<file path="src/core/ptp_pkg.sv">
// package for the period timer pwm channel: register map, fields, reset values
package ptp_pkg;

    // register byte addresses on the avalon word bus
    localparam logic [3:0] OFS_PERIOD_COUNTER = 4'h0;
    localparam logic [3:0] OFS_PERIOD_LIMIT   = 4'h1;
    localparam logic [3:0] OFS_TIMER_CONTROL  = 4'h2;
    localparam logic [3:0] OFS_DUTY_BUFFER    = 4'h3;
    localparam logic [3:0] OFS_CHANNEL_CTRL   = 4'h4;
    localparam logic [3:0] OFS_DUTY_ACTIVE    = 4'h5;
    localparam logic [3:0] OFS_PERIPH_FLAG    = 4'h6;

    // timer control fields
    localparam int TC_PRESCALE_LSB  = 0;
    localparam int TC_RUN_BIT       = 2;
    localparam int TC_POSTSCALE_LSB = 3;
    localparam int TC_UNUSED_BIT    = 7;
    // channel control fields
    localparam int CC_MODE_LSB      = 0;
    localparam int CC_DUTY_LSB      = 4;
    // peripheral flag register position of the period match flag
    localparam int PF_MATCH_BIT     = 3;

    // channel mode code for pulse-width operation (bits 3:0)
    localparam logic [3:0] CC_MODE_PWM = 4'hC;

    // reset values
    localparam logic [7:0] RST_TIMER_CONTROL = 8'h00;
    localparam logic [7:0] RST_PERIOD_LIMIT  = 8'hFF;
    localparam logic [7:0] RST_ZERO8         = 8'h00;
    localparam logic [9:0] RST_ZERO10        = 10'h000;

    // prescaler terminal counts (divide minus one)
    localparam logic [3:0] PRE_TC_1  = 4'h0;
    localparam logic [3:0] PRE_TC_4  = 4'h3;
    localparam logic [3:0] PRE_TC_16 = 4'hF;

    // instruction clock is the bus clock divided by four
    localparam logic [1:0] INSTR_DIV_TC = 2'h3;

    // avalon request bundle
    typedef struct packed {
        logic [3:0] address;
        logic       read;
        logic       write;
        logic [7:0] writedata;
    } ptp_req_type;

endpackage

</file>
<file path="src/core/ptp_pwm_timer.sv">
// period timer with prescaler/postscaler driving one 10-bit pwm channel
`timescale 1ns/100ps

////////////////////////////////////////////////////////////////////////////////
// What this block does
// - 8-bit counter and period register, read/write
// - counter advances only while run bit set
// - prescale select 00 /1, 01 /4, 1x /16
// - postscaler divides matches by field plus one
// - postscaler event sets sticky period match flag
// - counter or control write clears pre/postscalers
// - control write leaves counter value alone
// - counter clears to zero on reset
// - control bit 7 reads zero, ignores writes
// - timer serves as pwm time base
// - pwm output has 10-bit high time resolution
// - period is (limit+1) times 4 times prescale
// - after match: clear counter, pin high unless duty zero, reload duty
// - postscaler never changes the pwm period
// - duty is buffer byte plus control bits 5:4
// - duty copied to active only at period end
// - active duty read-only in pwm mode
// - clearing channel control forces output latch low
module ptp_pwm_timer
    import ptp_pkg::*;
(
    // clock and reset
    input  wire logic       sys_clk,
    input  wire logic       arst_n,
    // avalon-mm slave
    input  wire logic [3:0] avs_address,
    input  wire logic       avs_read,
    input  wire logic       avs_write,
    input  wire logic [7:0] avs_writedata,
    output logic      [7:0] avs_readdata,
    output logic            avs_waitrequest,
    // pwm pin
    output logic            pwm_output_pin
);

    ////////////////////////////////////////////////////////////////////////////
    // reset synchroniser
    logic       rst_meta_n;     // first stage only
    logic       rst_n;          // released copy
    always_ff @(posedge sys_clk or negedge arst_n) begin
        if (!arst_n) begin
            rst_meta_n <= 1'b0;
            rst_n      <= 1'b0;
        end else begin
            rst_meta_n <= 1'b1;
            rst_n      <= rst_meta_n;
        end
    end

    ////////////////////////////////////////////////////////////////////////////
    // registers and state
    ptp_req_type req;
    logic [7:0] period_counter_r;       // timer count
    logic [7:0] period_limit_r;         // period limit
    logic [6:0] timer_control_r;        // bit 7 not stored
    logic [7:0] duty_buffer_r;          // duty msbs
    logic [7:0] channel_control_r;      // mode and duty lsbs
    logic [9:0] duty_active_r;          // latched duty
    logic       period_match_flag_r;    // sticky flag
    logic [1:0] instr_div_r;            // osc/4 divider
    logic [3:0] prescale_cnt_r;         // prescaler count
    logic [3:0] postscale_cnt_r;        // postscaler count
    logic       ack_r;                  // answer phase

    assign req = '{avs_address, avs_read, avs_write, avs_writedata};

    // one-cycle wait then answer: simple registered read path
    wire bus_go   = (req.read | req.write) & ~ack_r;
    wire wr_fire  = req.write & ack_r;
    wire wr_cnt   = wr_fire & (req.address == OFS_PERIOD_COUNTER);
    wire wr_lim   = wr_fire & (req.address == OFS_PERIOD_LIMIT);
    wire wr_tc    = wr_fire & (req.address == OFS_TIMER_CONTROL);
    wire wr_dbuf  = wr_fire & (req.address == OFS_DUTY_BUFFER);
    wire wr_cc    = wr_fire & (req.address == OFS_CHANNEL_CTRL);
    wire wr_pf    = wr_fire & (req.address == OFS_PERIPH_FLAG);

    ////////////////////////////////////////////////////////////////////////////
    // time base decode
    wire       run      = timer_control_r[TC_RUN_BIT];
    wire [1:0] pre_sel  = timer_control_r[TC_PRESCALE_LSB +: 2];
    wire [3:0] post_sel = timer_control_r[TC_POSTSCALE_LSB +: 4];
    wire       pwm_mode = (channel_control_r[CC_MODE_LSB +: 4] == CC_MODE_PWM);
    // quarter-phase tick: the clock is the oscillator here
    wire       instr_tick = (instr_div_r == INSTR_DIV_TC);
    logic [3:0] pre_tc;
    always_comb begin
        // 1x picks divide by sixteen                                     
        unique case (pre_sel)
            2'h0:    pre_tc = PRE_TC_1;
            2'h1:    pre_tc = PRE_TC_4;
            default: pre_tc = PRE_TC_16;
        endcase
    end
    wire pre_tick   = run & instr_tick & (prescale_cnt_r == pre_tc);
    wire match      = (period_counter_r == period_limit_r);
    wire period_end = pre_tick & match;
    wire post_event = period_end & (postscale_cnt_r == post_sel);
    // extended count: counter plus two top bits of sub-count
    logic [1:0] sub_bits;
    always_comb begin
        unique case (pre_sel)
            2'h0:    sub_bits = instr_div_r;
            2'h1:    sub_bits = prescale_cnt_r[1:0];
            default: sub_bits = prescale_cnt_r[3:2];
        endcase
    end
    wire [9:0] ext_count = {period_counter_r, sub_bits};
    // step of the extended count: the sub bits move at the prescaled
    // quarter rate, so one timer count always spans exactly four steps
    logic       ext_step;
    always_comb begin
        // rate follows the prescale choice
        unique case (pre_sel)
            2'h0:    ext_step = run;
            2'h1:    ext_step = run & instr_tick;
            default: ext_step = run & instr_tick & (prescale_cnt_r[1:0] == 2'h3);
        endcase
    end
    // look ahead one step: the pin is already low on the count that equals
    // the duty, so the high time is duty counts, not duty plus one; the
    // registered pin would otherwise lag the compare by one cycle
    wire [9:0] ext_next  = ext_count + 10'h001;
    wire       duty_fall = ext_step & (ext_next == duty_active_r);

    ////////////////////////////////////////////////////////////////////////////
    // oscillator divide-by-four, free running
    always_ff @(posedge sys_clk or negedge rst_n) begin
        if (!rst_n) begin
            instr_div_r <= 2'h0;
        end else begin
            instr_div_r <= instr_div_r + 2'h1;
        end
    end

    // prescaler counter, cleared by counter or control writes
    always_ff @(posedge sys_clk or negedge rst_n) begin
        if (!rst_n) begin
            prescale_cnt_r <= 4'h0;
        end else if (wr_cnt | wr_tc) begin
            prescale_cnt_r <= 4'h0;
        end else if (run & instr_tick) begin
            prescale_cnt_r <= pre_tick ? 4'h0 : prescale_cnt_r + 4'h1;
        end
    end

    // postscaler counts period matches only; pwm period ignores it
    always_ff @(posedge sys_clk or negedge rst_n) begin
        if (!rst_n) begin
            postscale_cnt_r <= 4'h0;
        end else if (wr_cnt | wr_tc) begin
            postscale_cnt_r <= 4'h0;
        end else if (period_end) begin
            postscale_cnt_r <= post_event ? 4'h0 : postscale_cnt_r + 4'h1;
        end
    end

    // timer count: wraps after limit, so period is limit+1 ticks
    always_ff @(posedge sys_clk or negedge rst_n) begin
        if (!rst_n) begin
            period_counter_r <= RST_ZERO8;
        end else if (wr_cnt) begin
            period_counter_r <= req.writedata;
        end else if (period_end) begin
            period_counter_r <= RST_ZERO8;
        end else if (pre_tick) begin
            period_counter_r <= period_counter_r + 8'h01;
        end
    end

    // period limit
    always_ff @(posedge sys_clk or negedge rst_n) begin
        if (!rst_n) begin
            period_limit_r <= RST_PERIOD_LIMIT;
        end else if (wr_lim) begin
            period_limit_r <= req.writedata;
        end
    end

    // timer control: bit 7 dropped, counter untouched by this write
    always_ff @(posedge sys_clk or negedge rst_n) begin
        if (!rst_n) begin
            timer_control_r <= RST_TIMER_CONTROL[6:0];
        end else if (wr_tc) begin
            timer_control_r <= req.writedata[6:0];
        end
    end

    // duty buffer and channel control, writable any time
    always_ff @(posedge sys_clk or negedge rst_n) begin
        if (!rst_n) begin
            duty_buffer_r     <= RST_ZERO8;
            channel_control_r <= RST_ZERO8;
        end else begin
            if (wr_dbuf) begin
                duty_buffer_r <= req.writedata;
            end
            if (wr_cc) begin
                channel_control_r <= req.writedata;
            end
        end
    end

    // active duty: loaded only at period end, never by software
    always_ff @(posedge sys_clk or negedge rst_n) begin
        if (!rst_n) begin
            duty_active_r <= RST_ZERO10;
        end else if (period_end) begin
            duty_active_r <= {duty_buffer_r,
                              channel_control_r[CC_DUTY_LSB +: 2]};
        end
    end

    // sticky flag: hardware set wins over software clear
    always_ff @(posedge sys_clk or negedge rst_n) begin
        if (!rst_n) begin
            period_match_flag_r <= 1'b0;
        end else if (post_event) begin
            period_match_flag_r <= 1'b1;
        end else if (wr_pf & ~req.writedata[PF_MATCH_BIT]) begin
            period_match_flag_r <= 1'b0;
        end
    end

    ////////////////////////////////////////////////////////////////////////////
    // pwm output latch
    wire [9:0] next_duty = {duty_buffer_r, channel_control_r[CC_DUTY_LSB +: 2]};
    always_ff @(posedge sys_clk or negedge rst_n) begin
        if (!rst_n) begin
            pwm_output_pin <= 1'b0;
        end else if (channel_control_r == 8'h00 || !pwm_mode) begin
            pwm_output_pin <= 1'b0;
        end else if (period_end) begin
            pwm_output_pin <= (next_duty != RST_ZERO10);
        end else if (duty_fall) begin
            // stays low from here to the next period start
            pwm_output_pin <= 1'b0;
        end
    end

    ////////////////////////////////////////////////////////////////////////////
    // avalon answer: waitrequest low one cycle after request
    always_ff @(posedge sys_clk or negedge rst_n) begin
        if (!rst_n) begin
            ack_r           <= 1'b0;
            avs_waitrequest <= 1'b1;
            avs_readdata    <= RST_ZERO8;
        end else begin
            ack_r           <= bus_go;
            avs_waitrequest <= ~bus_go;
            if (bus_go && req.read) begin
                unique case (req.address)
                    OFS_PERIOD_COUNTER: avs_readdata <= period_counter_r;
                    OFS_PERIOD_LIMIT:   avs_readdata <= period_limit_r;
                    OFS_TIMER_CONTROL:  avs_readdata <= {1'b0, timer_control_r};
                    OFS_DUTY_BUFFER:    avs_readdata <= duty_buffer_r;
                    OFS_CHANNEL_CTRL:   avs_readdata <= channel_control_r;
                    OFS_DUTY_ACTIVE:    avs_readdata <= duty_active_r[9:2];
                    OFS_PERIPH_FLAG:    avs_readdata <= {4'h0, period_match_flag_r, 3'h0};
                    default:            avs_readdata <= RST_ZERO8;
                endcase
            end
        end
    end
endmodule

</file>
<file path="config.mk">
export PLATFORM = sky130hd
export DESIGN_NAME = ptp_pwm_timer
export DESIGN_NICKNAME = d
export VERILOG_FILES = /design/src/core/ptp_pkg.sv /design/src/core/ptp_pwm_timer.sv
export SDC_FILE = /design/constraint.sdc
export NUM_CORES = 1
export LEC_CHECK = 0
export BUFFER_PORTS_ARGS = -buffer_cell sky130_fd_sc_hd__buf_2
export CAP_MARGIN = 10
export CORE_MARGIN = 10
export CORE_UTILIZATION = 65
export DETAILED_ROUTE_END_ITERATION = 6
export PLACE_DENSITY = 0.85
export SYNTH_ARGS = -nofsm -noshare
export SYNTH_HDL_FRONTEND = slang
export SYNTH_SLANG_ARGS = --single-unit
export TNS_END_PERCENT = 30
</file>
<file path="constraint.sdc">
create_clock -name sys_clk -period 3.96 [get_ports sys_clk]
set_input_delay 0.396 -clock sys_clk [delete_from_list [all_inputs] [get_ports sys_clk]]
set_output_delay 0.396 -clock sys_clk [all_outputs]
set_load 0.05 [all_outputs]
</file>
Yosys cells after proc, flatten, opt, wreduce, memory -nomap -nowiden
Cells that the tools add are included.
W data, S select, Z words.
{"block": "totals", "elab_cells": 85, "reg_bits": 73}
{"block": "classes", "n_eq_ne": 14, "muxes": 18, "reduce_logical": 12, "bitwise_logic": 20, "add_sub_neg": 5}
{"cell": "$pmux W8 S7", "n": 1}
{"cell": "$mux W4", "n": 6}
{"cell": "$mux W8", "n": 3}
{"cell": "$and A1 B1 Y1", "n": 15}
{"cell": "$eq A4 B3 Y1 const B", "n": 3}
{"cell": "$add A10 B1 Y10 const B", "n": 1}
{"cell": "$eq A10 B10 Y1", "n": 1}
{"cell": "$reduce_bool A10 Y1", "n": 1}
{"cell": "$add A4 B1 Y4 const B", "n": 2}
{"cell": "$add A8 B1 Y8 const B", "n": 1}
{"cell": "$eq A4 B2 Y1 const B", "n": 2}
{"cell": "$eq A4 B4 Y1", "n": 2}
{"cell": "$eq A8 B8 Y1", "n": 1}
{"cell": "$logic_not A8 Y1", "n": 1}
{"cell": "$pmux W4 S2", "n": 1}
{"cell": "$reduce_bool A2 Y1", "n": 3}
{"cell": "$reduce_bool A3 Y1", "n": 2}
{"cell": "$mux W1", "n": 5}
{"cell": "$eq A2 B2 Y1 const B", "n": 2}
{"cell": "$eq A4 B1 Y1 const B", "n": 1}
{"cell": "$eq A4 B4 Y1 const B", "n": 1}
{"cell": "$logic_not A4 Y1", "n": 1}
{"cell": "$pmux W2 S2", "n": 1}
{"cell": "$not A1 Y1", "n": 3}
{"cell": "other kinds (8)", "n": 9}

Logic depth before layout (Yosys ltp)
{"block": "depth", "depth_word": 9, "ltp_mapped": 9}

Least setup slack after synthesis
Ideal clock, no wire load.
{"block": "synth_path", "path_kind": "register to register", "from": "register timer_control_r[0]", "to": "register pwm_output_pin", "setup_ps": 129, "slack_ps": 1905, "period_less_slack_ps": 2055, "arrival_ps": 1926, "stages_incl_launch_ff": 8, "required_ps": 3831, "cell_sequence": "dfrtp_1 mux2i_1 o21ai_0 ha_1 xor2_1 nor3_1 nand3_1 o41a_1"}
{"block": "synth_between", "elab_chain_cells": 7, "word_cells_on_any_way": 14}
{"item": "start, declared", "line": "ptp_pwm_timer.sv:60", "text": "logic [6:0] timer_control_r;"}
{"item": "start signal, assigned", "line": "ptp_pwm_timer.sv:187", "text": "timer_control_r <= RST_TIMER_CONTROL[6:0];"}
{"item": "start signal, assigned", "line": "ptp_pwm_timer.sv:189", "text": "timer_control_r <= req.writedata[6:0];"}
{"item": "parallel branches: the longest is 7 deep, another holds $add A10 B1 Y10"}
{"item": "end signal, assigned", "line": "ptp_pwm_timer.sv:238", "text": "pwm_output_pin <= (next_duty != RST_ZERO10);"}
{"item": "end, declared", "line": "ptp_pwm_timer.sv:38", "text": "output logic pwm_output_pin"}
Parallel ways; which one is timed is not known.
A chain may end at the register's enable or synchronous reset.

Final worst setup path
{"block": "layout_path", "from": "register period_counter_r[3]", "to": "register pwm_output_pin"}
{"block": "layout_between", "elab_chain_cells": 4, "word_cells_on_any_way": 8}
{"item": "start, declared", "line": "ptp_pwm_timer.sv:58", "text": "logic [7:0] period_counter_r;"}
{"item": "start signal, assigned", "line": "ptp_pwm_timer.sv:167", "text": "period_counter_r <= req.writedata;"}
{"item": "start signal, assigned", "line": "ptp_pwm_timer.sv:171", "text": "period_counter_r <= period_counter_r + 8'h01;"}
{"item": "$add A10 B1 Y10 or $eq A8 B8 Y1 (tied branches)", "line": "ptp_pwm_timer.sv:127, ptp_pwm_timer.sv:100"}
{"item": "$eq A10 B10 Y1 or $and A1 B1 Y1 (tied branches)", "line": "ptp_pwm_timer.sv:128, ptp_pwm_timer.sv:101"}
{"item": "$and A1 B1 Y1 or $mux W1 (tied branches)", "line": "ptp_pwm_timer.sv:128, ptp_pwm_timer.sv:237"}
{"item": "$reduce_bool A3 Y1 (no source line) or $mux W1 (tied branches)"}
Parallel ways exist; a longest one is shown, timed or not.

==> metrics <==
most frequent cells after synthesis=dfrtp_1, nand2_1, mux2_2; vias after detailed routing=3,263; Sinks on Clock Net=73; Cell Rows=28; Worst IR Drop VDD=0.367 mV; CTS Root Buffer Type=clkbuf_8; proportion of netlist area held by the largest area contributor=40.0%; number of CTS-inserted buffers=9; Layout Skew=12.1 ps; Post-synth EDFFs=0; utilization of the core after routing=72.6%; die height=98.5 µm; Synth-to-Final Area Change=7.97%; final hold viol count=0; part of the Yosys area used for sequential elements=45.9%; crit path capture type=flip-flop; number of gates resized after cts=0; P per Cell Area=539 nW/µm²; initial antenna violation count=0; clock tree from TritonCTS=yes; CP Data Arrival Time=2860 ps; share of flip-flops with an asynchronous set or reset=100%; layout cell share with drive strength beyond 1=21.7%; syn nets=424; number of remaining DRC errors=0; count of synthesis-stage warnings from yosys=0; first-pass iteration count of the detailed router=5; clock slew seen by the registers of the worst setup and hold paths=80 ps; vias per cell=6.55; P_leak=1.88 nW; initial core utilization=67.2%; hpwl dp=7390 µm; Global Route Usage Sum=20.9%; worst-skew pair later-pin latency=360 ps; Startpoint Class=flip-flop; number of different library cells in the post-synthesis netlist=53; maximum clock frequency=381 MHz; Antenna diodes=0; NumNets Final=439; Synth Flop Type=dfrtp_1; number of top-level pins=26; die width=98.5 µm; largest cells by area after synthesis=dfrtp_1, mux2_2, dfstp_2; worst-path cell with the longest stage delay=nor3_2; Worst Path Max Fanout=14; max-slew violation count=0; Detail Route Antenna Nets=0; Core ar.=5960 µm²; time the worst path needs with I/O delays and setup=2620 ps; dominant cell type by area after synthesis=dfrtp_1; Post-CTS Setup Bufs=0; register bit total from synthesis=73; fin crit share=66.2%; Worst Path Required=4200 ps; synthesized netlist cell count=403; overall routed net length=10,100 µm; number of DRC markers in iteration 0=321; maximum number of pins on one net before global-route repair=46; critical path's largest stage delay=830 ps; full die area=9700 µm²; count of endpoints failing setup in the final report=0; cells along the critical path=xor2_1 -> nor4_1 -> nand2_1 -> nor3_2 -> a211oi_1 -> o41a_1; Relative slew margins=27.5%; H-tree levels=3; post-DR wirelength/cell=20.3 µm; average cell area after synthesis=9.93 µm²; grt ovf=0; Slew @ Worst Pin=1080 ps; routability cong.=0.953; Worst Hold Class=in2async; Worst Path Class, Setup=reg2reg; status=finished clean; most instantiated library cell after synthesis=dfrtp_1; via count of the first global-routing pass=3,140; clk buf depth=2; first-pass GRT wire length=16,600 µm; RSZ-0062 raised after global routing=no; Max-cap violations=0; Cell Area, Synth=4000 µm²; Post-Route Setup TNS=0 ps; # fillers=442; number of I/O port buffers=25; hold-fix buffer count after cts=1; worst reg2reg setup slack=1340 ps
## cell usage in the layout, fill, tap and decap left out, drive strengths merged, types with 6 or more instances in the layout
master   n
xnor2   12
nand3   20
o211ai   6
mux2    32
a21oi   16
nor2b    7
nor2    26
clkbuf  10
a22o    14
dfrtp   64
a22oi    6
nand2   57
nor3     6
dfstp    9
a31oi    9
buf     26
xor2    14
o21ai   15
## per-stage QoR
step | std cells | setup WS, ps | total power [W] | instance area (µm²) | hold slack, ps
3_5_place_dp | 481 | 1400 | 0.00176 | 4120 | 183
5_1_grt | 498 | 1170 | 0.00247 | 4320 | 333
3_3_place_gp | 481 | 1480 | 0.00174 | 4120 | 180
2_1_floorplan | 403 | 1790 | 0.00161 | 4000 | 100
4_1_cts | 498 | 1390 | 0.00232 | 4320 | 324
6_report | 498 | 1340 | 0.00233 | 4320 | 326
## final timing paths
path / startpoint / to / cells after the start
max: period_counter_r[3]$_DFFE_PN0P_ / pwm_output_pin$_DFFE_PN0P_ / 6
max in group asynchronous: rst_n$_DFF_PN0_ / period_limit_r[5]$_DFFE_PN1P_ / 1
max reg2reg: period_counter_r[3]$_DFFE_PN0P_ / pwm_output_pin$_DFFE_PN0P_ / 6
min in group sys_clk: avs_writedata[7] / period_counter_r[7]$_DFFE_PN0P_ / 2
min: arst_n / rst_n$_DFF_PN0_ / 2
min reg2reg: rst_meta_n$_DFF_PN0_ / rst_n$_DFF_PN0_ / 0
## cell type report
cell class              count  area (µm²)  area share [%]
well taps                  75        93.8            2.17
inverters                   5        18.8           0.434
clock inverters             6        60.1            1.39
repair buffers             27         143            3.30
flip-flops and latches     73        1840            42.6
clock buffers              10         128            2.95
multi-input cells         302        2040            47.2
## per-layer routing
metal  vias to the layer above  wire length (µm)  track usage, %
met5                         -                 0               0
met4                         0               318            6.84
met3                        24               764            5.03
met2                       148              4640            32.2
met1                      1606              4380            28.2
li1                       1485                 -               -
## cells by family (layout without fill, tap and decap cells)
family                     after synthesis  count (layout)  synth area share [%]
muxes                                   36              36                  10.3
adders and majority gates                5               5                  1.56
xor gates and xnor gates                26              26                  5.69
and+or+nand+nor                        154             154                  19.5
buffers and inverters                   28              48                  3.25
AOI/OAI and AO/OA                       80              80                  13.7
other                                    1               1                0.0937
DFF                                     73              73                  45.9
## power breakdown
| part | total, W | leakage [nW] | switching, W | internal [W] |
|---|---|---|---|---|
| Clock | 0.000566 | 0.0920 | 0.000279 | 0.000288 |
| Combinational | 0.000641 | 0.870 | 0.000334 | 0.000307 |
| Sequential | 0.00112 | 0.914 | 0.000223 | 0.000901 |
| Total | 0.00233 | 1.88 | 0.000836 | 0.00149 |
## registers in the layout, indices dropped and copies added, names as in the netlist
name,cells
period_match_flag_r,1
rst_meta_n,1
period_limit_r,8
prescale_cnt_r,4
timer_control_r,7
rst_n,1
period_counter_r,8
duty_active_r,10
ack_r,1
duty_buffer_r,8
pwm_output_pin,1
postscale_cnt_r,4
avs_readdata,8
instr_div_r,2
channel_control_r,8
avs_waitrequest,1
## worst max-delay path, delay by kind of cell, from the launching register on
family	cells	cell delay (ps)
DFF	1	500
and+or+nand+nor	3	1460
AOI/OAI and AO/OA	2	340
xor gates and xnor gates	1	190
(Power assumes the default switching activity.)
